### config.mk
export PLATFORM = sky130hd
export DESIGN_NAME = pmw_ctrl
export DESIGN_NICKNAME = d
export VERILOG_FILES = /design/src/rtl/pmw_pkg.sv /design/src/rtl/pmw_ctrl.sv /design/src/rtl/pmw_sync.sv
export SDC_FILE = /design/constraint.sdc
export NUM_CORES = 1
export LEC_CHECK = 0
export ABC_CLOCK_PERIOD_IN_PS = 6750
export BUFFER_PORTS_ARGS = -buffer_cell sky130_fd_sc_hd__buf_2
export CAP_MARGIN = 30
export CORE_ASPECT_RATIO = 1.4
export CORE_MARGIN = 2
export CORE_UTILIZATION = 55
export DETAILED_ROUTE_END_ITERATION = 12
export GPL_ROUTABILITY_DRIVEN = 0
export HOLD_SLACK_MARGIN = 0.03
export PLACE_DENSITY_LB_ADDON = 0.1
export REMOVE_ABC_BUFFERS = 1
export SLEW_MARGIN = 20
export SYNTH_ARGS = -nofsm -noshare
export SYNTH_HDL_FRONTEND = slang
export SYNTH_SLANG_ARGS = --single-unit
export TNS_END_PERCENT = 20
### constraint.sdc
create_clock -name clk -period 6.75 [get_ports clk]
set_clock_uncertainty 0.05 [all_clocks]
set_input_delay 1.6875 -clock clk [delete_from_list [all_inputs] [get_ports clk]]
set_output_delay 1.6875 -clock clk [all_outputs]
set_load 0.005 [all_outputs]
### src/rtl/pmw_pkg.sv
// Package: constants, types and register layout of the power mode and wake-up controller
package pmw_pkg;
  // Register addresses
  localparam logic [7:0] PMW_ADDR_MASK = 8'h09;
  localparam logic [7:0] PMW_ADDR_FLAGS = 8'h0a;
  localparam logic [7:0] PMW_ADDR_SYSCTL = 8'h06;
  localparam logic [7:0] PMW_ADDR_RSTSTAT = 8'h0d;
  // Bit positions shared by flag and mask registers
  localparam int PMW_BIT_WAKEIN = 0;
  localparam int PMW_BIT_HALL = 1;
  localparam int PMW_BIT_BUS = 2;
  localparam int PMW_BIT_OVERTEMP_RESET_DISABLE = 3;
  localparam int PMW_BIT_HTEMP = 4;
  localparam int PMW_BIT_LOWSUP = 5;
  localparam int PMW_BIT_HIGHSUP = 6;
  localparam int PMW_BIT_PSF = 7;
  // System control bit positions
  localparam int PMW_BIT_POWER_STAGE_ON_BIT = 0;
  localparam int PMW_BIT_STOP = 1;
  localparam int PMW_BIT_SLEEP = 2;
  // Reset status wake flag positions
  localparam int PMW_BIT_BUSWF = 0;
  localparam int PMW_BIT_PINWF = 1;
  // Reset values
  localparam logic [7:0] PMW_MASK_RST = 8'h00;
  localparam logic [7:0] PMW_FLAGS_RST = 8'h00;
  localparam logic [7:0] PMW_SYSCTL_RST = 8'h00;
  // Timing
  localparam longint PMW_CLK_HZ = 40000000;
  localparam longint PMW_SUPERVISE_US = 80000;
  localparam longint PMW_RST_STRETCH_NS = 1250000;
  localparam longint PMW_WAKE_DOM_NS = 50000;
  localparam longint PMW_SUPERVISE_CYC = PMW_SUPERVISE_US * PMW_CLK_HZ / 1000000;
  localparam longint PMW_RST_STRETCH_CYC = PMW_RST_STRETCH_NS * PMW_CLK_HZ / 1000000000;
  localparam longint PMW_WAKE_DOM_CYC = (PMW_WAKE_DOM_NS * PMW_CLK_HZ + 999999999) / 1000000000;
  localparam logic [3:0] PMW_IRQ_PULSE_CYC = 4'h8;
  // Operating modes, one-hot
  typedef enum logic [2:0] {
    PMW_NORMAL = 3'b001,
    PMW_STOP = 3'b010,
    PMW_SLEEP = 3'b100
  } pmw_mode_t;
  // Register access strobe group
  typedef struct packed {
    logic wr;
    logic rd;
    logic [7:0] addr;
    logic [7:0] wdata;
  } pmw_reg_req_t;
  // Analog condition inputs
  typedef struct packed {
    logic low_supply;
    logic high_supply;
    logic high_temp;
    logic power_fail;
    logic overtemp_reset;
    logic undervoltage_reset;
    logic watchdog_reset;
  } pmw_analog_t;
endpackage

### src/rtl/pmw_ctrl.sv
// Power mode, wake-up, interrupt and reset stretch controller
// Summary of operation
// - Three modes Normal, Stop, Sleep from control bits
// - Missed power stage bit forces Sleep mode
// - Test strap disables start-up supervision timeout
// - Stop wakes MCU by masked interrupt pulse
// - Sleep turns regulator off, holds reset low
// - Sleep wake unmasked, resets, records wake source
// - Seven maskable sources pulse the interrupt pin
// - Reset clears every mask register bit
// - Low supply sets flag, off in Stop/Sleep
// - High supply sets flag, off in Stop/Sleep
// - High temperature sets flag, off in Stop/Sleep
// - Long dominant then rising edge sets bus flag
// - Hall edge sets flag in Normal mode when hall mode allows
// - Wake input edge sets flag in Normal and Stop modes
// - Write one clears flag, zero keeps it
// - Clear ignored while supply/temperature condition persists
// - Power stage flag read-only, follows fail flags
// - Overtemp reset disable bit suppresses thermal reset
// - Internal resets stretch reset pin 1.25 ms
// - Sleep bus wake sets bus wake reset flag
`timescale 1ns/1ps
module pmw_ctrl #(
  parameter int SUPERVISE_CYC = 3200000,
  parameter int RST_STRETCH_CYC = 50000,
  parameter int WAKE_DOM_CYC = 2000
) (
  input wire logic clk,
  input wire logic reset,
  input wire pmw_pkg::pmw_reg_req_t reg_req,
  output logic [7:0] reg_rdata,
  input wire logic bus_rx,
  input wire logic wake_input_pin,
  input wire logic hall_input_pin,
  input wire logic hall_irq_allowed,
  input wire logic factory_test_strap,
  input wire pmw_pkg::pmw_analog_t analog_in,
  input wire logic mcu_reset_in,
  output logic reset_pin_out,
  output logic reset_pin_oe_n,
  output logic irq_pin_out,
  output logic irq_pin_oe_n,
  output logic regulator_on,
  output logic [2:0] mode_state
);
  import pmw_pkg::*;

  // Elaboration checks on counts
  if (SUPERVISE_CYC < 1 || RST_STRETCH_CYC < 1 || WAKE_DOM_CYC < 1) begin : g_bad_counts
    $error("pmw_ctrl: counts must be at least one cycle");
  end

  // Synchronised pins and analog levels
  // Bus level enters inverted, so the cleared chain reads recessive
  // and no false rising edge follows reset
  localparam int NSYNC = 13;
  logic [NSYNC-1:0] sync_q; // Chain output, one bit per pin
  logic bus_dom_s; // Bus dominant level
  logic wake_s; // Wake input level
  logic hall_s; // Hall input level
  logic hall_ok_s; // Hall interrupt allowed by configuration
  logic strap_s; // Test strap level
  logic ext_rst_s; // Reset pin read back low
  pmw_analog_t ana_s; // Analog condition levels
  pmw_sync #(.WIDTH(NSYNC)) u_sync (
    .clk(clk),
    .reset(reset),
    .async_in({~bus_rx, wake_input_pin, hall_input_pin, hall_irq_allowed, factory_test_strap,
               ~mcu_reset_in, analog_in}),
    .sync_out(sync_q)
  );
  assign {bus_dom_s, wake_s, hall_s, hall_ok_s, strap_s, ext_rst_s, ana_s} = sync_q;
  wire bus_rx_s = !bus_dom_s; // Bus recessive level

  // Registers
  pmw_mode_t mode_r, mode_nxt;
  logic [7:0] mask_r; // Interrupt enable mask
  logic [7:0] flags_r; // Interrupt flags (bit 7 derived)
  logic [7:0] sysctl_r; // Power stage, stop, sleep bits
  logic [1:0] wakef_r; // Sleep wake source flags
  logic wake_prev_r; // Wake level one cycle back
  logic hall_prev_r; // Hall level one cycle back
  logic bus_prev_r; // Bus level one cycle back
  logic [1:0] oe_hist_r; // Reset pin enable, two cycles of history
  logic [$clog2(WAKE_DOM_CYC+1)-1:0] dom_cnt_r;
  logic dom_long_r; // Dominant lasted long enough
  logic [$clog2(SUPERVISE_CYC+1)-1:0] sup_cnt_r;
  logic [$clog2(RST_STRETCH_CYC+1)-1:0] rst_cnt_r;
  logic [3:0] irq_cnt_r;
  logic [7:0] pend_prev_r;

  // Access decode
  // Requests are single-cycle strobes; a write lands on the edge that sees it
  wire wr_mask = reg_req.wr && reg_req.addr == PMW_ADDR_MASK;
  wire wr_flags = reg_req.wr && reg_req.addr == PMW_ADDR_FLAGS;
  wire wr_sysctl = reg_req.wr && reg_req.addr == PMW_ADDR_SYSCTL;
  wire wr_rststat = reg_req.wr && reg_req.addr == PMW_ADDR_RSTSTAT;

  // Mode decode
  // Decoded once from the one-hot state
  wire run = mode_r == PMW_NORMAL;
  wire in_stop = mode_r == PMW_STOP;
  wire in_sleep = mode_r == PMW_SLEEP;

  // Bus wake: long dominant followed by rising edge
  // Timer saturates, so any longer dominant level still qualifies
  wire bus_rise = bus_rx_s && !bus_prev_r;
  wire bus_wake = bus_rise && dom_long_r;
  wire wake_edge = wake_s != wake_prev_r;
  wire hall_edge = hall_s != hall_prev_r;

  // Hardware set terms per flag
  wire [7:0] set_v;
  assign set_v[PMW_BIT_WAKEIN] = wake_edge && !in_sleep;
  assign set_v[PMW_BIT_HALL] = run && hall_edge && hall_ok_s;
  assign set_v[PMW_BIT_BUS] = bus_wake && !in_sleep;
  assign set_v[PMW_BIT_OVERTEMP_RESET_DISABLE] = 1'b0;
  assign set_v[PMW_BIT_HTEMP] = run && ana_s.high_temp;
  assign set_v[PMW_BIT_LOWSUP] = run && ana_s.low_supply;
  assign set_v[PMW_BIT_HIGHSUP] = run && ana_s.high_supply;
  assign set_v[PMW_BIT_PSF] = 1'b0;

  // Conditions that block a clear while present
  wire [7:0] hold_v;
  assign hold_v = {1'b0, ana_s.high_supply, ana_s.low_supply, ana_s.high_temp, 4'h0};

  // Clear mask: write one clears, zero keeps, set wins
  // Set terms are ORed after the clear, so an event beats a clear in one cycle
  wire [7:0] clr_v = (wr_flags ? reg_req.wdata : 8'h00) & ~hold_v;
  wire [6:0] flags_nxt = (flags_r[6:0] & ~clr_v[6:0]) | set_v[6:0];

  // Power stage fail is read-only, mirrors outside fail flags
  wire psf = run && ana_s.power_fail;
  wire [7:0] flags_view = {psf, flags_r[6:4], 1'b0, flags_r[2:0]}; // Flag register as read

  // Pending interrupts excluding the reset disable bit
  // The reset disable bit shares the mask register but enables no interrupt
  wire [7:0] irq_mask = mask_r & ~(8'h01 << PMW_BIT_OVERTEMP_RESET_DISABLE);
  wire [7:0] pending = flags_view & irq_mask;
  wire new_pend = |(pending & ~pend_prev_r);

  // Internal reset causes
  wire ot_rst = ana_s.overtemp_reset && !mask_r[PMW_BIT_OVERTEMP_RESET_DISABLE];
  wire int_rst = ot_rst || ana_s.undervoltage_reset || ana_s.watchdog_reset;
  // Reset pin readback counts as external only while this block has released it;
  // the readback lags by the two synchroniser stages, so it is blanked until the
  // enable has stood released for two cycles, else the block holds itself in reset
  wire ext_rst = ext_rst_s && reset_pin_oe_n && (&oe_hist_r);
  // Supervision only watches Normal mode; the test strap stops it
  wire sup_expired = run && !strap_s && !sysctl_r[PMW_BIT_POWER_STAGE_ON_BIT]
                     && sup_cnt_r == ($bits(sup_cnt_r))'(SUPERVISE_CYC);
  wire sleep_wake = in_sleep && (bus_wake || wake_edge);
  wire spi_reset = int_rst || sleep_wake; // Clears registers except wake flags

  // Mode transitions
  // Sleep wins over Stop when both request bits come in one write
  always_comb begin
    mode_nxt = mode_r;
    unique case (mode_r)
      PMW_NORMAL: begin
        if (sup_expired || (wr_sysctl && reg_req.wdata[PMW_BIT_SLEEP])) begin
          mode_nxt = PMW_SLEEP;
        end else if (wr_sysctl && reg_req.wdata[PMW_BIT_STOP]) begin
          mode_nxt = PMW_STOP;
        end
      end
      PMW_STOP: begin
        if (wr_sysctl && reg_req.wdata[PMW_BIT_SLEEP]) begin
          mode_nxt = PMW_SLEEP;
        end else if (|pending || (wr_sysctl && !reg_req.wdata[PMW_BIT_STOP])) begin
          mode_nxt = PMW_NORMAL;
        end
      end
      PMW_SLEEP: begin
        if (sleep_wake) begin
          mode_nxt = PMW_NORMAL;
        end
      end
      default: mode_nxt = PMW_NORMAL;
    endcase
  end

  // Mode register
  always_ff @(posedge clk or posedge reset) begin
    if (reset) begin
      mode_r <= PMW_NORMAL;
    end else begin
      mode_r <= mode_nxt;
    end
  end

  // Mask and system control registers
  // Every internal cause clears the register set except the wake flags
  always_ff @(posedge clk or posedge reset) begin
    if (reset) begin
      mask_r <= PMW_MASK_RST;
      sysctl_r <= PMW_SYSCTL_RST;
    end else if (spi_reset) begin
      mask_r <= PMW_MASK_RST;
      sysctl_r <= PMW_SYSCTL_RST;
    end else begin
      if (wr_mask) begin
        mask_r <= reg_req.wdata;
      end
      if (wr_sysctl) begin
        sysctl_r <= reg_req.wdata;
      end else if (mode_r != mode_nxt) begin
        sysctl_r[PMW_BIT_STOP] <= 1'b0; // Mode bits drop once acted on
        sysctl_r[PMW_BIT_SLEEP] <= 1'b0;
      end
    end
  end

  // Interrupt flags
  // Bit 3 has no flag behind it and bit 7 is derived, so both store zero
  always_ff @(posedge clk or posedge reset) begin
    if (reset) begin
      flags_r <= PMW_FLAGS_RST;
    end else if (spi_reset) begin
      flags_r <= PMW_FLAGS_RST;
    end else begin
      flags_r <= {1'b0, flags_nxt[6:4], 1'b0, flags_nxt[2:0]};
    end
  end

  // Sleep wake source flags, survive wake-up reset
  always_ff @(posedge clk or posedge reset) begin
    if (reset) begin
      wakef_r <= 2'b00;
    end else begin
      wakef_r <= (wakef_r & ~(wr_rststat ? reg_req.wdata[1:0] : 2'b00))
                 | {sleep_wake && wake_edge, sleep_wake && bus_wake};
    end
  end

  // Edge history and dominant timer
  // Reset values match the idle levels of the synchronised pins
  always_ff @(posedge clk or posedge reset) begin
    if (reset) begin
      wake_prev_r <= 1'b0;
      hall_prev_r <= 1'b0;
      bus_prev_r <= 1'b1;
      dom_cnt_r <= '0;
      dom_long_r <= 1'b0;
    end else begin
      wake_prev_r <= wake_s;
      hall_prev_r <= hall_s;
      bus_prev_r <= bus_rx_s;
      if (bus_rx_s) begin
        dom_cnt_r <= '0; // Recessive restarts the timer
        dom_long_r <= 1'b0;
      end else if (dom_cnt_r == ($bits(dom_cnt_r))'(WAKE_DOM_CYC)) begin
        dom_long_r <= 1'b1;
      end else begin
        dom_cnt_r <= dom_cnt_r + 1'b1;
      end
    end
  end

  // Start-up supervision counter, restarts on every reset
  // Counting waits for reset pin release, so the window is time the processor ran
  always_ff @(posedge clk or posedge reset) begin
    if (reset) begin
      sup_cnt_r <= '0;
    end else if (spi_reset || rst_cnt_r != '0 || !run) begin
      sup_cnt_r <= '0;
    end else if (strap_s || sysctl_r[PMW_BIT_POWER_STAGE_ON_BIT]) begin
      sup_cnt_r <= '0;
    end else if (sup_cnt_r != ($bits(sup_cnt_r))'(SUPERVISE_CYC)) begin
      sup_cnt_r <= sup_cnt_r + 1'b1;
    end
  end

  // Reset pin enable history for readback blanking
  always_ff @(posedge clk or posedge reset) begin
    if (reset) begin
      oe_hist_r <= 2'b00; // Pin is driven low during reset
    end else begin
      oe_hist_r <= {oe_hist_r[0], reset_pin_oe_n};
    end
  end

  // Reset stretch: reload while cause present, count after
  // Sleep keeps the count loaded, so the wake-up reset is stretched too
  always_ff @(posedge clk or posedge reset) begin
    if (reset) begin
      rst_cnt_r <= ($bits(rst_cnt_r))'(RST_STRETCH_CYC);
    end else if (int_rst || in_sleep || ext_rst) begin
      rst_cnt_r <= ($bits(rst_cnt_r))'(RST_STRETCH_CYC);
    end else if (rst_cnt_r != '0) begin
      rst_cnt_r <= rst_cnt_r - 1'b1;
    end
  end

  // Interrupt pulse generator
  // A source arriving during a running pulse restarts it; simultaneous sources share one
  always_ff @(posedge clk or posedge reset) begin
    if (reset) begin
      irq_cnt_r <= 4'h0;
      pend_prev_r <= 8'h00;
    end else begin
      pend_prev_r <= pending;
      if (new_pend && !in_sleep) begin
        irq_cnt_r <= PMW_IRQ_PULSE_CYC;
      end else if (irq_cnt_r != 4'h0) begin
        irq_cnt_r <= irq_cnt_r - 1'b1;
      end
    end
  end

  // Pin and status outputs from flops
  // Open-drain pins: data stays low, the enable carries the level
  always_ff @(posedge clk or posedge reset) begin
    if (reset) begin
      reset_pin_out <= 1'b0;
      reset_pin_oe_n <= 1'b0;
      irq_pin_out <= 1'b0;
      irq_pin_oe_n <= 1'b1;
      regulator_on <= 1'b1;
      mode_state <= PMW_NORMAL;
      reg_rdata <= 8'h00;
    end else begin
      reset_pin_out <= 1'b0;
      reset_pin_oe_n <= !(in_sleep || rst_cnt_r != '0 || int_rst);
      irq_pin_out <= 1'b0;
      irq_pin_oe_n <= !(irq_cnt_r != 4'h0);
      regulator_on <= !in_sleep;
      mode_state <= mode_r;
      if (reg_req.rd) begin
        unique case (reg_req.addr)
          PMW_ADDR_MASK: reg_rdata <= mask_r;
          PMW_ADDR_FLAGS: reg_rdata <= flags_view;
          PMW_ADDR_SYSCTL: reg_rdata <= sysctl_r;
          PMW_ADDR_RSTSTAT: reg_rdata <= {6'h00, wakef_r};
          default: reg_rdata <= 8'h00;
        endcase
      end
    end
  end

endmodule // pmw_ctrl

### src/rtl/pmw_sync.sv
// Two-flip-flop synchroniser for a group of asynchronous levels
`timescale 1ns/1ps
module pmw_sync #(
  parameter int WIDTH = 1
) (
  input wire logic clk,
  input wire logic reset,
  input wire logic [WIDTH-1:0] async_in,
  output logic [WIDTH-1:0] sync_out
);
  // First stage, read only by second stage
  logic [WIDTH-1:0] meta_r;
  // Two stages in series
  always_ff @(posedge clk or posedge reset) begin
    if (reset) begin
      meta_r <= '0;
      sync_out <= '0;
    end else begin
      meta_r <= async_in;
      sync_out <= meta_r;
    end
  end
endmodule // pmw_sync

Word level (Yosys, flattened, before mapping)
Index checks and enable logic that the tools add are counted.
{"block": "totals", "regBits": 135}
{"block": "classes", "mux": 28, "eq_ne": 15, "bitwise": 13, "n_reduce_logical": 61, "add_sub_neg": 4}
{"operator": "$mux 22", "count": 3}
{"operator": "$mux 16", "count": 2}
{"operator": "$pmux 8 s4", "count": 1}
{"operator": "$logic_and 1x1->1", "count": 27}
{"operator": "$eq 8x4->1 const B", "count": 3}
{"operator": "$mux 8", "count": 3}
{"operator": "$add 22x1->22 const B", "count": 1}
{"operator": "$eq 22x22->1 const B", "count": 1}
{"operator": "$mux 11", "count": 2}
{"operator": "$ne 22x22->1 const B", "count": 1}
{"operator": "$and 8x8->8", "count": 2}
{"operator": "$reduce_bool 16->1", "count": 1}
{"operator": "$reduce_or 8->1", "count": 2}
{"operator": "$sub 16x1->16 const B", "count": 1}
{"operator": "$mux 3", "count": 5}
{"operator": "$and 7x7->7", "count": 2}
{"operator": "$mux 7", "count": 2}
{"operator": "$not 7->7", "count": 2}
{"operator": "$logic_or 1x1->1", "count": 13}
{"operator": "$add 11x1->11 const B", "count": 1}
{"operator": "$eq 11x11->1 const B", "count": 1}
{"operator": "$logic_not 1->1", "count": 10}
{"operator": "$pmux 3 s3", "count": 1}
{"operator": "$eq 8x3->1 const B", "count": 1}
{"operator": "other kinds (21)", "count": 33}

Longest topological paths before layout
Gate-level depths: netlist of the first run.
{"block": "depth", "word_depth": 12, "ltp_mapped": 8, "depth_no_buf": 8}

Modules after synthesis
Synthesis of the first run repeated with hierarchy kept, for this count alone.
{"block": "hier_totals", "hier_cells": 554, "area_unflattened_um2": 5811.8}
{"module": "pmw_ctrl", "seq_area_each_um2": 2691.3, "instances": 1, "cells_each": 527, "area_each_um2": 5157.4}
{"module": "pmw_sync", "seq_area_each_um2": 650.6, "instances": 1, "cells_each": 27, "area_each_um2": 654.4}

Worst setup path after synthesis of the first run
No wires, ideal clock.
{"block": "synth_timing", "path_type": "input port to flip-flop", "from": "input reg_req[13] (netlist name)", "to": "register mask_r[6]", "setup_ns": 0.132, "slack_ns": 3.509, "stages": 7, "required_ns": 6.568, "path_buffers": 1, "arrival_time_ns": 3.059, "path_cell_list": "nor4_4 nand2_1 nor2_1 and2_1 buf_2 mux2i_1 nor2_1"}
{"block": "synth_between", "elab_chain_len": 3}
{"item": "start: declaration", "line": "pmw_ctrl.sv:31", "text": "input wire pmw_pkg::pmw_reg_req_t reg_req,"}
{"item": "$eq 8x4->1", "line": "pmw_ctrl.sv:95", "text": "wire wr_mask = reg_req.wr && reg_req.addr == PMW_ADDR_MASK;"}
{"item": "$logic_and 1x1->1", "line": "pmw_ctrl.sv:95"}
{"item": "$reduce_bool 2->1 (no source line)"}
{"item": "end signal: assignment", "line": "pmw_ctrl.sv:204", "text": "mask_r <= reg_req.wdata;"}
{"item": "end: declaration", "line": "pmw_ctrl.sv:78", "text": "logic [7:0] mask_r;"}
Every way passes these cells.
A chain may end at the register's enable or synchronous reset.

Worst setup path after layout of the first run
{"block": "layout_timing", "from": "input reg_req[13] (netlist name)", "to": "register mask_r[3]"}
The elaborated chain is that of the path after synthesis.

==> metrics, run 1 <==
dpl hpwl 8.06 mm; Die Height 126 um; initial antenna violation count 0; Syn Std Cell Area 0.00586 mm^2; leading area contributor after synthesis dfrtp_1; non-filler cells, final 753; Fin Hold WS 0.297 ns; crit path buf inv count 1; Final Instance Area 0.00683 mm^2; Setup TNS Final 0 ns; Routed WL 11.9 mm; worst-path cell chain buf_2, nor4_4, nand2_1, nor2_1, and2_1, mux2i_1, nor2_1; number of flops mapped to enable cells by yosys 0; Hold Vio Cnt, Final 0; num rows 44; Arr. time, crit path 3.66 ns; H-tree depth 4; setup ws final 3.34 ns; Syn Area/Cell 10.7 um^2; fin crit period 3.41 ns; Port Buffers 46; Root Buffer clkbuf_16; placed instance area 0.00620 mm^2; DP Worst Slack 2.93 ns; Post-synth ARST share 100%; Critical Path Sink Type register; Req. time, crit path 7.00 ns; Final Cycle Share 50.5%; Max Cap Violations 0; Final Max Tran Viols 0; area delta synth->final 16.7%; drt drc 0; final net count 641; vias 4208; synth warn 0; DP Cell Count 719; hold-fix buffers at CTS 0; P_sw 436 uW; Max Fclk 293 MHz; Synth Register Bits 133; clk sink count 133; sw frac 23.0%; LEAKAGE 0.00299 uW; Tot GR Track Use 22.4%; Pwr Density 277 mW/mm^2; peak supply drop 0.194 mV; relative slew slack 50.9%; Initial Utilization 56.6%; Commonest cells post-synth dfrtp_1 (122), nor2_1 (66), nand2_1 (46); P_int 1460 uW; Post-CTS Setup Inserts 0; Slowest-stage cell, CP and2_1; share of cells above drive strength 1 19.2%; top cell type's share of synthesized area 52.1%; post-CTS sizing 0; Clock Power Share 49.3%; first-pass GRT wire length 20.4 mm; Core Area 0.0103 mm^2; WS Path Type input port to register; Top cell by count, worst path nor2_1; Flop pwr share 44.6%; Die Area 0.0115 mm^2; vias per cell 5.59; worst skew pair latency 0.42 ns; critical path's largest stage delay 0.51 ns; CTS tree done; Clock Path Buffers 2; Cell variety after synth 65; drt pass-1 iters 4; Synth Area in Compound Gates 8.91%; Crit Path Max Fanout 9; XOR/XNOR Fraction of Synth Area 6.88%; measured slew at the worst slew-check pin 0.737 ns; TritonCTS buffer count 17; hold crit path type register to register; die width 91.2 um; status finished clean; largest net degree at the start of global routing 73; unrepaired setup endpoints after global routing false; most frequent cell after synthesis dfrtp_1; CP top delay family simple AND/OR/NAND/NOR gates; number of global-route vias before repair 4244; initial DRC count 373; mux contribution to synthesized area 1.90%; Comb power frac 6.1%; Routed WL per cell 15.8 um; Synth area leaders dfrtp_1 (52%), dfstp_2 (4.9%), nor2_1 (4.2%); Final Setup Violations 0; Cells after Synth 548; top_reg_cell synth dfrtp_1; sequential-to-total area share from yosys stat 57.1%; Simple-Gate Fraction of Synth Area 20.2%; post-route ant nets 0; CTS clk-pin slew, worst paths 0.06 ns; largest family of logic cells by synthesized area simple AND/OR/NAND/NOR gates; io pins 49; grt ovf 0; nature of the critical path startpoint input port; antenna cells 0; Post-Synth Adder-Cell Area 1.28%
sequential cells by signal, indices dropped and copies added (netlist names):
register,cells
pend_prev_r,7
reset_pin_oe_n,1
hall_prev_r,1
dom_cnt_r,11
rst_cnt_r,16
wake_prev_r,1
sysctl_r,8
bus_prev_r,1
mode_r,3
irq_pin_oe_n,1
mode_state,3
mask_r,8
wakef_r,2
regulator_on,1
flags_r,6
reg_rdata,8
sup_cnt_r,22
u_sync.meta_r,13
irq_cnt_r,4
oe_hist_r,2
u_sync.sync_out,13
dom_long_r,1
kinds of logic (layout without fill, tap and decap cells):
kind of cell	after synthesis	count (layout)
and+or+nand+nor	222	222
DFF	133	133
AOI/OAI and AO/OA	78	78
buffers and inverters	51	117
xor gates and xnor gates	46	46
muxes	11	11
adders and majority gates	6	6
other	1	2
worst paths after layout:
| check | from | cells after the start | end | slack [ns] |
|---|---|---|---|---|
| worst max-delay path | reg_req[13] | 7 | mask_r[3] | 3.34 |
| worst min-delay path | u_sync.meta_r[12] | 0 | u_sync.sync_out[12] | 0.30 |
| worst max register to register | mode_r[0] | 6 | sysctl_r[2] | 4.38 |
| worst min register to register | u_sync.meta_r[12] | 0 | u_sync.sync_out[12] | 0.30 |
| max in group asynchronous | reset | 4 | u_sync.sync_out[9] | 4.20 |
| min in group asynchronous | reset | 2 | u_sync.meta_r[6] | 1.12 |
per-layer routing:
layer | vias up | track usage, % | share of wire [%]
li1 | 2007 | - | -
met1 | 2082 | 28.7 | 43
met2 | 99 | 36.6 | 51
met3 | 20 | 5.68 | 4.2
met4 | 0 | 8.82 | 2.0
met5 | - | 0 | 0
cell type report:
class | instances | area (um^2)
clock inverter | 14 | 176
inverter | 35 | 134
clock buffer | 18 | 429
sequential | 133 | 3340
tap | 138 | 173
fill | 826 | 3520
multi-input combinational | 365 | 2300
timing repair buffer | 50 | 278
placed cells by master (no fill, tap or decap), types with 15 or more instances in the layout:
| master | Yosys | layout |
|---|---|---|
| buf_2 | 1 | 46 |
| clkbuf_16 | 0 | 17 |
| a21oi_1 | 25 | 25 |
| nand3_1 | 25 | 25 |
| nand2_1 | 46 | 46 |
| and3_1 | 15 | 15 |
| inv_1 | 34 | 33 |
| dfrtp_1 | 122 | 122 |
| xor2_1 | 21 | 21 |
| xnor2_1 | 25 | 25 |
| nor2_1 | 66 | 66 |
power by group through the flow:
stage                     Combinational (uW)  Clock, uW  Sequential, uW
after floorplan                         77.0          0             854
after global placement                   107          0             857
after detailed placement                 115          0             858
after CTS                                116        951             845
after global routing                     130        990             848
final                                    116        935             845
through the flow:
step                      total power [uW]  utilization (%)
after floorplan                        931                -
after global placement                 964             59.9
after detailed placement               973             59.9
after CTS                             1910             65.7
after global routing                  1970             66.0
final                                 1900             66.0
Note: power is estimated with default switching activity, not from simulation.
==> inputs of run 2 (changes only) <==
- ABC_CLOCK_PERIOD_IN_PS: 6750 -> 3270
- clock period: 6.75 -> 3.27 ns (I/O delays scaled with it)
==> run 2 against run 1 <==
Net effect:
- critical path depth stayed put
- combinational power grew 120%
- critical endpoint is now sysctl_r[2]
- sequential share of layout area down 0.36 points
- flip-flop and latch count unchanged
- global-route usage rose by 0.50 points
- highest routed layer unchanged
- final area grew 0.73%
- utilization up 0.48 points
- worst setup slack got worse by 2.5 ns
- clock power is 120% higher
- critical path type unchanged
- largest power group unchanged
- clock-buffer cell count unchanged
==> metrics, run 2 (synthesis gave the netlist of run 1 again) <==
reg2reg start mode_r[2]; relative slew slack 42.6%; DP Cell Count 724; Pwr Density 584 mW/mm^2; status finished clean; crit path from reg_req[13]; H-tree depth 4; Req. time, crit path 3.51 ns; most frequent cells in the layout dfrtp_1 (122), nor2_1 (66), nand2_1 (46), buf_2 (46), inv_1 (33); unrepaired setup endpoints after global routing false; measured slew at the worst slew-check pin 0.853 ns; hold-fix buffers at CTS 0; share of cells above drive strength 1 19.7%; CP top delay family simple AND/OR/NAND/NOR gates; CTS clk-pin slew, worst paths 0.06 ns; Initial Utilization 56.6%; number of cells on the worst reg-to-reg path 6; # fillers 843; Setup TNS Final 0 ns; non-filler cells, final 756; first-pass GRT wire length 21.0 mm; die width 91.2 um; Die Height 126 um; clk sink count 133; fin crit period 2.41 ns; max reg flops 22; TritonCTS buffer count 17; Max Fclk 415 MHz; area of the multi-input gates 0.00230 mm^2; drt pass-1 iters 4; Worst R2R Setup Slack 0.87 ns; worst skew pair latency 0.41 ns; antenna cells 0; Final Cycle Share 73.8%; number of global-route vias before repair 4395; vias per cell 5.62; initial DRC count 296; commonest non-fill, non-tap cell in the layout dfrtp_1; num rows 44; final net count 644; Final Setup Violations 0; Max Cap Violations 0; Slowest-stage cell, CP nor4_4; Root Buffer clkbuf_16; Critical Path Sink Type register; drt drc 0; hold path startpoint u_sync.meta_r[1]; Largest Register sup_cnt_r; worst-path cell chain buf_2, nor4_4, nand3_1, o211ai_1, o2bb2ai_1, xnor2_1, a32o_1; Final Max Tran Viols 0; hold crit path type register to register; crit path buf inv count 1; Core Area 0.0103 mm^2; Arr. time, crit path 2.66 ns; Hold Vio Cnt, Final 0; Tot GR Track Use 22.9%; peak supply drop 0.424 mV; Die Area 0.0115 mm^2; critical path endpoint sysctl_r[2]; dpl hpwl 8.19 mm; utilization after layout 66.5%; Routed WL 11.9 mm; WS Path Type input port to register; Largest regs sup_cnt_r x22, rst_cnt_r x16; post-route ant nets 0; LEAKAGE 0.00301 uW; vias 4248; initial antenna violation count 0; post-CTS sizing 0; R2R Path End sup_cnt_r[20]; nature of the critical path startpoint input port; Clock Path Buffers 2; Crit Path Max Fanout 8; area delta synth->final 17.6%; Routed WL per cell 15.8 um; Port Buffers 46; largest net degree at the start of global routing 73; io pins 49; critical path's largest stage delay 0.50 ns; register area 0.00334 mm^2; number of cells on the critical path 7; Post-CTS Setup Inserts 0; grt ovf 0; CTS tree done
[run 2: routing by layer]
layer	vias to the layer above	GRT usage, %	share of wire [%]
met3	15	6.28	4.5
li1	1997	-	-
met5	-	0	0
met4	0	7.93	1.7
met1	2125	28.2	41
met2	111	38.9	53
[run 2: power by group]
part	switching [uW]	internal, uW
registers	39.7	1710
logic	151	99.9
clock network	717	1300
total	907	3110
[run 2: area by class of cell]
class                           instances  area share [%]
Tap cell                              138            2.51
Sequential cell                       133            48.5
Multi-Input combinational cell        365            33.4
Inverter                               35            1.94
Timing Repair Buffer                   53            4.29
Clock buffer                           18            6.38
Clock inverter                         14            2.89
[run 2: how the worst min path moves through the flow]
stage	cells past startpoint	endpoint	slack, ns
3_3_place_gp	0	u_sync.sync_out[12]	0.28
6_report	0	u_sync.sync_out[1]	0.30
5_1_grt	0	u_sync.sync_out[12]	0.32
4_1_cts	0	u_sync.sync_out[8]	0.30
3_5_place_dp	0	u_sync.sync_out[8]	0.29
2_1_floorplan	0	u_sync.sync_out[0]	0.28
[run 2: worst register-to-register path: stages (launching register included)]
cell	delay, ns
dfrtp_1	0.50
nand2b_1	0.12
nor2_1	0.23
clkinv_1	0.30
o21ai_1	0.55
or3_4	0.43
nor2_1	0.11
[run 2: metrics by stage]
step	area (um^2)	hold slack [ns]	power, uW	worst slack [ns]
floorplan	5780	0.281	1920	-1.13
global placement	6250	0.283	1990	0.588
detailed placement	6250	0.289	2010	0.505
CTS	6880	0.303	4060	0.912
global route	6880	0.315	4170	0.719
finish	6880	0.300	4020	0.858
==> inputs of run 3 (changes only) <==
- ABC_CLOCK_PERIOD_IN_PS: 3270 -> 1980
- CORE_UTILIZATION: 55 -> 54
- clock period: 3.27 -> 1.98 ns (I/O delays scaled with it)
==> run 3 against run 2 <==
Net effect:
- clock-buffer cell count grew 1
- combinational power increased by 73%
- worst setup slack lost 0.98 ns
- routed wire length rose by 10%
- largest power group unchanged
- total power increased by 56%
- non-clock buffer count increased by 70
- clock power increased by 46%
- the run now ends with negative setup slack left
- first-iteration DRC count is 14% lower
- hold slack worse by 0.25 ns
- critical path depth fell by 2
- global-route usage is 0.69 points higher
- highest routed layer unchanged
- flip-flop and latch count unchanged
==> metrics, run 3 (synthesis gave the netlist of run 1 again) <==
Hold Vio Cnt, Final 0; Pwr Density 827 mW/mm^2; routed wl met3 479 um; share of cells above drive strength 1 31.4%; Arr. time, crit path 2.40 ns; setup ws final -0.122 ns; Max Fclk 476 MHz; initial antenna violation count 0; peak supply drop 0.671 mV; met2 wire len 6.95 mm; antenna cells 0; hold-fix buffers at CTS 0; Die Area 0.0117 mm^2; Final Cycle Share 106%; Critical Path Sink Type register; status finished with violations; worst skew pair latency 0.42 ns; CTS tree done; Largest Register sup_cnt_r; unrepaired setup endpoints after global routing true; commonest non-fill, non-tap cell in the layout dfrtp_1; WS Path Type register to register; Final Setup Violations 30; Root Buffer clkbuf_16; H-tree depth 4; final net count 716; vias per cell 5.48; Final Max Tran Viols 0; Largest regs sup_cnt_r x22, rst_cnt_r x16; largest net degree at the start of global routing 37; Routed WL per cell 15.8 um; first-pass GRT wire length 21.5 mm; Crit Path Max Fanout 6; non-filler cells, final 831; Port Buffers 46; hold crit path type input port to async pin; Tot Pwr 6250 uW; area delta synth->final 29.1%; initial DRC count 256; Initial Utilization 54.7%; num rows 45; LEAKAGE 0.00338 uW; # fillers 816; die width 92.0 um; DP Worst Slack -0.299 ns; drt drc 0; Req. time, crit path 2.28 ns; clk sink count 133; post-route ant nets 0; dpl hpwl 8.76 mm; failing checks negative setup slack; drt pass-1 iters 4; io pins 49; most frequent cells in the layout dfrtp_1 (121), buf_4 (71), nor2_1 (61), buf_2 (46), nand2_1 (45); max reg flops 22; Core Area 0.0107 mm^2; Routed WL 13.2 mm; vias 4556; met1 WL 5.48 mm; CTS clk-pin slew, worst paths 0.06 ns; utilization after layout 70.7%; Clock Path Buffers 2; number of global-route vias before repair 4535; Tot GR Track Use 23.6%; TritonCTS buffer count 17; Die Height 127 um; fin crit period 2.10 ns; DP Cell Count 791; nature of the critical path startpoint register; Max Cap Violations 0; Max Used Layer met4; grt ovf 0
-- run 3: changes by cell type in the layout (fill, tap and decap cells not counted), moves of 3 or more --
cell / change
nor2_2: +5
clkinv_4: +4
nor2_1: -5
bufinv_16: -4
buf_12: +3
buf_4: +65
-- run 3: critical path: stages (launching register included) --
cell and delay [ns]:
dfstp_2 0.37, or4_4 0.55, nor3_4 0.24, nand4_4 0.18
or3_4 0.49, nor2_2 0.15
-- run 3: worst paths after layout --
path / endpoint / slack [ns] / cells past startpoint / startpoint
worst min-delay path: dom_cnt_r[0] / 0.05 / 2 / reset
max in group asynchronous: rst_cnt_r[6] / 1.22 / 3 / reset
worst min register to register: u_sync.sync_out[11] / 0.30 / 0 / u_sync.meta_r[11]
min in group clk: u_sync.meta_r[10] / 0.13 / 1 / hall_input_pin
worst max-delay path: sup_cnt_r[15] / -0.12 / 5 / rst_cnt_r[8]
worst max register to register: sup_cnt_r[15] / -0.12 / 5 / rst_cnt_r[8]
-- run 3: per-layer routing --
layer	track usage, %	vias up
met4	8.96	0
li1	-	2154
met2	41.0	100
met3	4.95	26
met1	29.0	2276
met5	0	-
-- run 3: what timing repair did --
item,in CTS,in global routing
buffers inserted,0,7
cloned,1,1
pin swaps,19,18
resized for setup,5,29
endpoints found under the setup margin,26,54
-- run 3: final cells by class --
| class | count | area (um^2) | share of cell area (%) |
|---|---|---|---|
| well taps | 141 | 176 | 2.33 |
| flip-flops and latches | 133 | 3340 | 44.2 |
| repair buffers | 123 | 866 | 11.5 |
| clock buffers | 19 | 453 | 5.99 |
| clock inverters | 13 | 114 | 1.51 |
| inverters | 35 | 134 | 1.77 |
| multi-input cells | 367 | 2470 | 32.7 |
-- run 3: report_power, final --
part	internal [uW]	total, uW	switching, uW	leakage [uW]
Clock	1700	2940	1240	0.000273
Sequential	2820	2870	53.3	0.00174
Combinational	196	434	238	0.00137
Total	4720	6250	1530	0.00338
-- run 3: through the flow --
| stage | hold WS (ns) | TNS, ns | instance area [um^2] |
|---|---|---|---|
| after floorplan | 0.281 | -300.12 | 5780 |
| after global placement | 0.282 | -2.71 | 6770 |
| after detailed placement | 0.285 | -3.93 | 6770 |
| after CTS | 0.0459 | -0.954 | 7360 |
| after global routing | 0.0762 | -4.14 | 7560 |
| final | 0.0461 | -2.22 | 7560 |
